## src/logic/plc_pkg.sv

```systemverilog
// Package for the port lock and low-power configuration register bank
package plc_pkg;
	localparam logic [15:0] PLC_ADDR_LEVEL = 16'hEC00;
	localparam logic [15:0] PLC_ADDR_CONFIG = 16'hEC01;
	localparam int PLC_THR_LSB = 0;
	localparam int PLC_THR_W = 3;
	localparam int PLC_PER_LSB = 3;
	localparam int PLC_PER_W = 5;
	localparam int PLC_REFSEL_BIT = 0;
	localparam int PLC_LOCK_BIT = 1;
	localparam logic [2:0] PLC_THR_RESET = 3'h7;
	localparam logic [4:0] PLC_PER_RESET = 5'h00;
	localparam logic PLC_REFSEL_RESET = 1'b0;
	localparam logic [1:0] PLC_TOGGLES_TO_SPI = 2'h3;
	localparam int PLC_THR_DIVISOR = 8;
	localparam int PLC_PERIOD_DIVISOR = 50;

	typedef struct packed {
		logic we;
		logic re;
		logic [15:0] addr;
		logic [7:0] wdata;
	} plc_req_t;

	typedef enum logic {PLC_PORT_I2C, PLC_PORT_SPI} plc_port_t;
endpackage

```

## src/logic/plc_config_regs.sv

```systemverilog
// Low-power threshold and secondary configuration registers with serial port lock
// Operation
// Threshold field bits 2:0, reset 111, threshold is full scale times value over 8
// Period field bits 7:3, reset 0, period is (value plus one)/50 seconds
// Threshold register exists only with neutral channel, otherwise reserved
// Reference-select bit 0 resets 0; 0 internal, 1 external reference
// While unlocked, three select pin toggles switch port from I2C to SPI
// An I2C host writes one to the lock bit to keep I2C
// Locked while on I2C, pin toggles are ignored and SPI never selected
// On SPI, any write to the secondary register locks the port
// Locked port choice survives power mode changes
// Bits 7:2 of the secondary register are reserved, read zero
// Lock clears only on device reset
`timescale 1ns/1ns
`default_nettype none
module plc_config_regs
	import plc_pkg::*;
#(
	parameter bit HAS_NEUTRAL = 1'b1
) (
	input wire logic clk,
	input wire logic reset,
	input wire plc_req_t req,
	output logic [7:0] rdata,
	input wire logic slave_select_ack_pin,
	input wire logic [1:0] power_mode_states,
	output logic [2:0] overcurrent_threshold_field,
	output logic [4:0] lowpower_period_field,
	output logic reference_select_bit,
	output logic port_locked,
	output logic spi_active
);
	logic lock;
	logic next_lock;
	plc_port_t port;
	plc_port_t next_port;
	logic [1:0] toggles;
	logic [1:0] next_toggles;
	logic pin_prev;
	logic pin_edge;
	logic write_level;
	logic write_config;
	logic read_level;
	logic read_config;
	logic count_enable;
	logic [2:0] next_threshold;
	logic [4:0] next_period;
	logic next_refsel;
	logic [7:0] next_rdata;

	// Address decode shared by the write and read paths
	function automatic logic is_level_addr(
		input logic [15:0] addr
	);
		return HAS_NEUTRAL && (addr == PLC_ADDR_LEVEL);
	endfunction

	function automatic logic is_config_addr(
		input logic [15:0] addr
	);
		return addr == PLC_ADDR_CONFIG;
	endfunction

	function automatic logic [7:0] level_word(
		input logic [4:0] period,
		input logic [2:0] threshold
	);
		return {period, threshold};
	endfunction

	function automatic logic [7:0] config_word(
		input logic locked,
		input logic refsel
	);
		// Reserved upper bits carry no state, so they always read back as zero
		return {6'h00, locked, refsel};
	endfunction

	assign write_level = req.we && is_level_addr(req.addr);
	assign write_config = req.we && is_config_addr(req.addr);
	assign read_level = req.re && is_level_addr(req.addr);
	assign read_config = req.re && is_config_addr(req.addr);
	assign pin_edge = (slave_select_ack_pin != pin_prev);
	// Once locked, toggles no longer count, so a glitchy pin cannot move the port
	assign count_enable = !lock && pin_edge;

	always_comb begin
		next_threshold = overcurrent_threshold_field;
		if (write_level) begin
			next_threshold = req.wdata[PLC_THR_LSB +: PLC_THR_W];
		end
	end

	always_ff @(posedge clk) begin
		if (reset) begin
			overcurrent_threshold_field <= PLC_THR_RESET;
		end else begin
			overcurrent_threshold_field <= next_threshold;
		end
	end

	always_comb begin
		next_period = lowpower_period_field;
		if (write_level) begin
			next_period = req.wdata[PLC_PER_LSB +: PLC_PER_W];
		end
	end

	always_ff @(posedge clk) begin
		if (reset) begin
			lowpower_period_field <= PLC_PER_RESET;
		end else begin
			lowpower_period_field <= next_period;
		end
	end

	always_comb begin
		next_refsel = reference_select_bit;
		if (write_config) begin
			next_refsel = req.wdata[PLC_REFSEL_BIT];
		end
	end

	always_ff @(posedge clk) begin
		if (reset) begin
			reference_select_bit <= PLC_REFSEL_RESET;
		end else begin
			reference_select_bit <= next_refsel;
		end
	end

	// Power mode input is deliberately unused: lock and port hold across modes
	always_comb begin
		next_lock = lock;
		if (write_config) begin
			unique case (port)
				PLC_PORT_SPI: begin
					next_lock = 1'b1;
				end
				PLC_PORT_I2C: begin
					// A zero in the lock bit leaves the lock alone; only reset clears it
					next_lock = lock | req.wdata[PLC_LOCK_BIT];
				end
			endcase
		end
	end

	always_ff @(posedge clk) begin
		if (reset) begin
			lock <= 1'b0;
		end else begin
			lock <= next_lock;
		end
	end

	// Pin history starts at the idle high level, so release of reset makes no edge
	always_ff @(posedge clk) begin
		if (reset) begin
			pin_prev <= 1'b1;
		end else begin
			pin_prev <= slave_select_ack_pin;
		end
	end

	always_comb begin
		next_port = port;
		next_toggles = toggles;
		unique case (port)
			PLC_PORT_I2C: begin
				if (count_enable) begin
					if (toggles == PLC_TOGGLES_TO_SPI - 2'h1) begin
						next_port = PLC_PORT_SPI;
						next_toggles = 2'h0;
					end else begin
						next_toggles = toggles + 2'h1;
					end
				end
			end
			PLC_PORT_SPI: begin
				// No route back to I2C exists in this block
				next_port = PLC_PORT_SPI;
			end
		endcase
	end

	always_ff @(posedge clk) begin
		if (reset) begin
			port <= PLC_PORT_I2C;
		end else begin
			port <= next_port;
		end
	end

	always_ff @(posedge clk) begin
		if (reset) begin
			toggles <= 2'h0;
		end else begin
			toggles <= next_toggles;
		end
	end

	always_comb begin
		next_rdata = rdata;
		if (read_level) begin
			next_rdata = level_word(lowpower_period_field, overcurrent_threshold_field);
		end else if (read_config) begin
			next_rdata = config_word(lock, reference_select_bit);
		end else if (req.re) begin
			// Unmapped and reserved addresses read as zero
			next_rdata = 8'h00;
		end
	end

	always_ff @(posedge clk) begin
		if (reset) begin
			rdata <= 8'h00;
		end else begin
			rdata <= next_rdata;
		end
	end

	assign port_locked = lock;
	assign spi_active = (port == PLC_PORT_SPI);
endmodule // plc_config_regs
`default_nettype wire

```

## config.mk

```make
export PLATFORM = sky130hd
export DESIGN_NAME = plc_config_regs
export DESIGN_NICKNAME = d
export VERILOG_FILES = /design/src/logic/plc_pkg.sv /design/src/logic/plc_config_regs.sv
export SDC_FILE = /design/constraint.sdc
export NUM_CORES = 1
export LEC_CHECK = 0
export BUFFER_PORTS_ARGS = -buffer_cell sky130_fd_sc_hd__buf_2
export CORE_MARGIN = 5
export CORE_UTILIZATION = 47
export DETAILED_ROUTE_END_ITERATION = 7
export PLACE_DENSITY_LB_ADDON = 0.15
export SKIP_CTS_REPAIR_TIMING = 1
export SYNTH_ARGS = -nofsm -noshare
export SYNTH_HDL_FRONTEND = slang
export SYNTH_SLANG_ARGS = --single-unit
```

## constraint.sdc

```tcl
create_clock -name clk -period 2.6 [get_ports clk]
set_input_delay 0.52 -clock clk [delete_from_list [all_inputs] [get_ports clk]]
set_output_delay 0.52 -clock clk [all_outputs]
set_load 0.05 [all_outputs]
```

==> results_dict.tcl <==
set metrics [dict create \
    status "finished, final reports clean" \
    rsz0062_at_grt "no" \
    die_w_um 55.0 \
    clkTransAtPathRegs_ns 0.12 \
    power_density_mw_per_mm2 484 \
    drive_gt1_frac 0.375 \
    async_flop_share 0 \
    numPortBuffers 47 \
    syn-cell-area_um2 952 \
    synth_top_cell_by_area "dfxtp_1" \
    place_congestion 0.697 \
    fillers 204 \
    yosys.cell_types.count 24 \
    leakage_nw 0.515 \
    die_area_mm2 0.00303 \
    initial_core_util 0.490 \
    netlist_instances 108 \
    final_cells 179 \
    period_needed_ns 1.55 \
    finalWirelength_um 2200 \
    io_pins 50 \
    grt_pass1_wl_um 3380 \
    rr_startpoint "pin_prev" \
    antennaDiodeCount 0 \
    drv_cap 0 \
    ys_top_cells_by_area "dfxtp_1, a21oi_1, nand3_1, nand2b_1, mux2i_1" \
    placed_cells_incl_taps 175 \
    via_count 923 \
    initialDrtViolationCount 23 \
    grt_usage 0.153 \
    fin_tns_setup_ns 0 \
    cp_max_fo 6 \
    yosys_warnings 0 \
    ant_nets 0 \
    max_stage_delay_ns 0.44 \
    clock_latency_ns 0.29 \
    synth_ff_type "dfxtp_1" \
    finalNetCount 184 \
    max-vdd-ir-drop_v 0.000349 \
    grt_antenna_before_repair 0 \
    avgRoutedWirePerCell_um 12.3 \
    crit_required_ns 2.08 \
    endpoint "port_locked" \
    drcViolationCount 0 \
    min_path_type "input pin to flop" \
    cts-root-buf "clkbuf_4" \
    worstSetupPathType "flop to primary output" \
    syn_nets 139 \
    clock_sinks 22 \
    die_y_um 55.0 \
    critPathLaunchType "flop" \
    hpwlAfterDp_um 1730 \
    r2r_slack_ns 1.43 \
    crit_path_end_kind "primary output" \
    regArea_um2 440 \
    cts_made_buffers 3 \
    syn_avg_cell_area_um2 8.82 \
    crit_slowest_cell "dfxtp_1" \
    r2r-end "toggles[0]" \
    synth-edff-count 0 \
    grt_pass1_vias 829 \
    syn_to_final_growth_pct 28.1 \
    cp.arrival_ns 1.03 \
    drv_slew 0 \
    cp_top_family "flip-flops" \
    grt.overflow.total 0 \
    firstDrtPassIters 4 \
    grt_max_degree 26 \
    finalHoldViolCount 0 \
    cts_tree "built" \
    synthTopCellsByCount "dfxtp_1, a21oi_1, nand3_1, nor2_1, nand2b_1" \
    path_cells "buf_2" \
    ys_seq_area_frac 0.463 \
    core_mm2 0.00194 \
    crit_start "port_locked" \
    vias_per_cell 5.16 \
    max_freq_ghz 0.644 \
    clockBufferDepth 2 \
    critPathBufInv 1 \
    path_depth 1 \
    ff2ff_path_depth 4 \
    synth-seq-cells 22 \
    setup_viol 0 \
    tightest_slew_ns 0.489 \
    multi_input_area_um2 474 \
    max_slew_margin 0.674 \
    htreeDepth 1 \
    synth_most_common_cell "dfxtp_1" \
    placementRows 16 \
    skew_ns 0.00534 \
    period_share 0.597 \
    synth_top_area_frac 0.463 \
]
-- stage by stage --
step / hold slack [ns] / utilization / total power [mW] / cell area (µm²) / setup slack [ns]
detailed placement: 0.458 / 0.610 / 0.418 / 1180 / 0.731
floorplan: 0.499 / - / 0.390 / 952 / 1.08
finish: 0.441 / 0.628 / 0.590 / 1220 / 1.05
CTS: 0.436 / 0.628 / 0.597 / 1220 / 1.03
global route: 0.417 / 0.628 / 0.626 / 1220 / 0.897
global placement: 0.453 / 0.610 / 0.415 / 1180 / 0.760
-- worst min-delay path by stage --
stage | from | endpoint | slack, ns | cells past startpoint
floorplan | toggles[1] | toggles[1] | 0.50 | 2
global placement | rdata[3] | rdata[3] | 0.45 | 2
detailed placement | rdata[6] | rdata[6] | 0.46 | 2
CTS | slave_select_ack_pin | pin_prev | 0.44 | 2
global route | slave_select_ack_pin | pin_prev | 0.42 | 2
finish | slave_select_ack_pin | pin_prev | 0.44 | 2
-- metal layers --
layer  GRT usage  share of wire
met5           0              0
met4      0.0364              0
met3      0.0429           0.11
met2       0.248           0.45
met1       0.201           0.44
-- logic make-up after synthesis --
logic type,count (synthesis),share of synthesized area
and+or+nand+nor,50,0.301
DFF,22,0.463
buffers and inverters,7,0.0394
AOI/OAI and AO/OA,21,0.112
muxes,7,0.0762
xor gates and xnor gates,1,0.00920
-- area by class of cell --
type / count / share of cell area
flip-flops and latches: 22 / 0.361
multi-input cells: 79 / 0.389
well taps: 27 / 0.0277
repair buffers: 47 / 0.193
clock buffers: 4 / 0.0297
-- registers in the layout, summed over array words and instances, names as in the netlist --
name	count
spi_active	1
port_locked	1
rdata	8
lowpower_period_field	5
pin_prev	1
overcurrent_threshold_field	3
reference_select_bit	1
toggles	2
-- worst register-to-register path, cell delays in order (launching register included) --
cell and delay (ns):
dfxtp_1 0.33, xnor2_1 0.13, nor3_1 0.32, mux2i_1 0.23, nor2_1 0.05
-- layout by cell type (no fill, tap or decap) --
cell type,instances
buf_2,47
dfxtp_1,22
a21oi_1,14
nand3_1,13
nor2_1,11
nand2b_1,9
o21ai_0,6
mux2i_1,5
nor2b_1,3
nor3_1,3
clkbuf_4,3
nor4_2,2
nand4_1,2
mux2_2,2
and4bb_1,1
and3_1,1
nor2_2,1
and4_1,1
nand2_1,1
a31oi_1,1
or2_2,1
xnor2_1,1
nor4b_1,1
clkbuf_8,1
-- report_power, final --
part           switching [mW]  internal, mW
clock                  0.0948        0.0852
combinational          0.0323        0.0316
sequential            0.00419         0.342
Note: power is estimated with default switching activity, not from simulation.
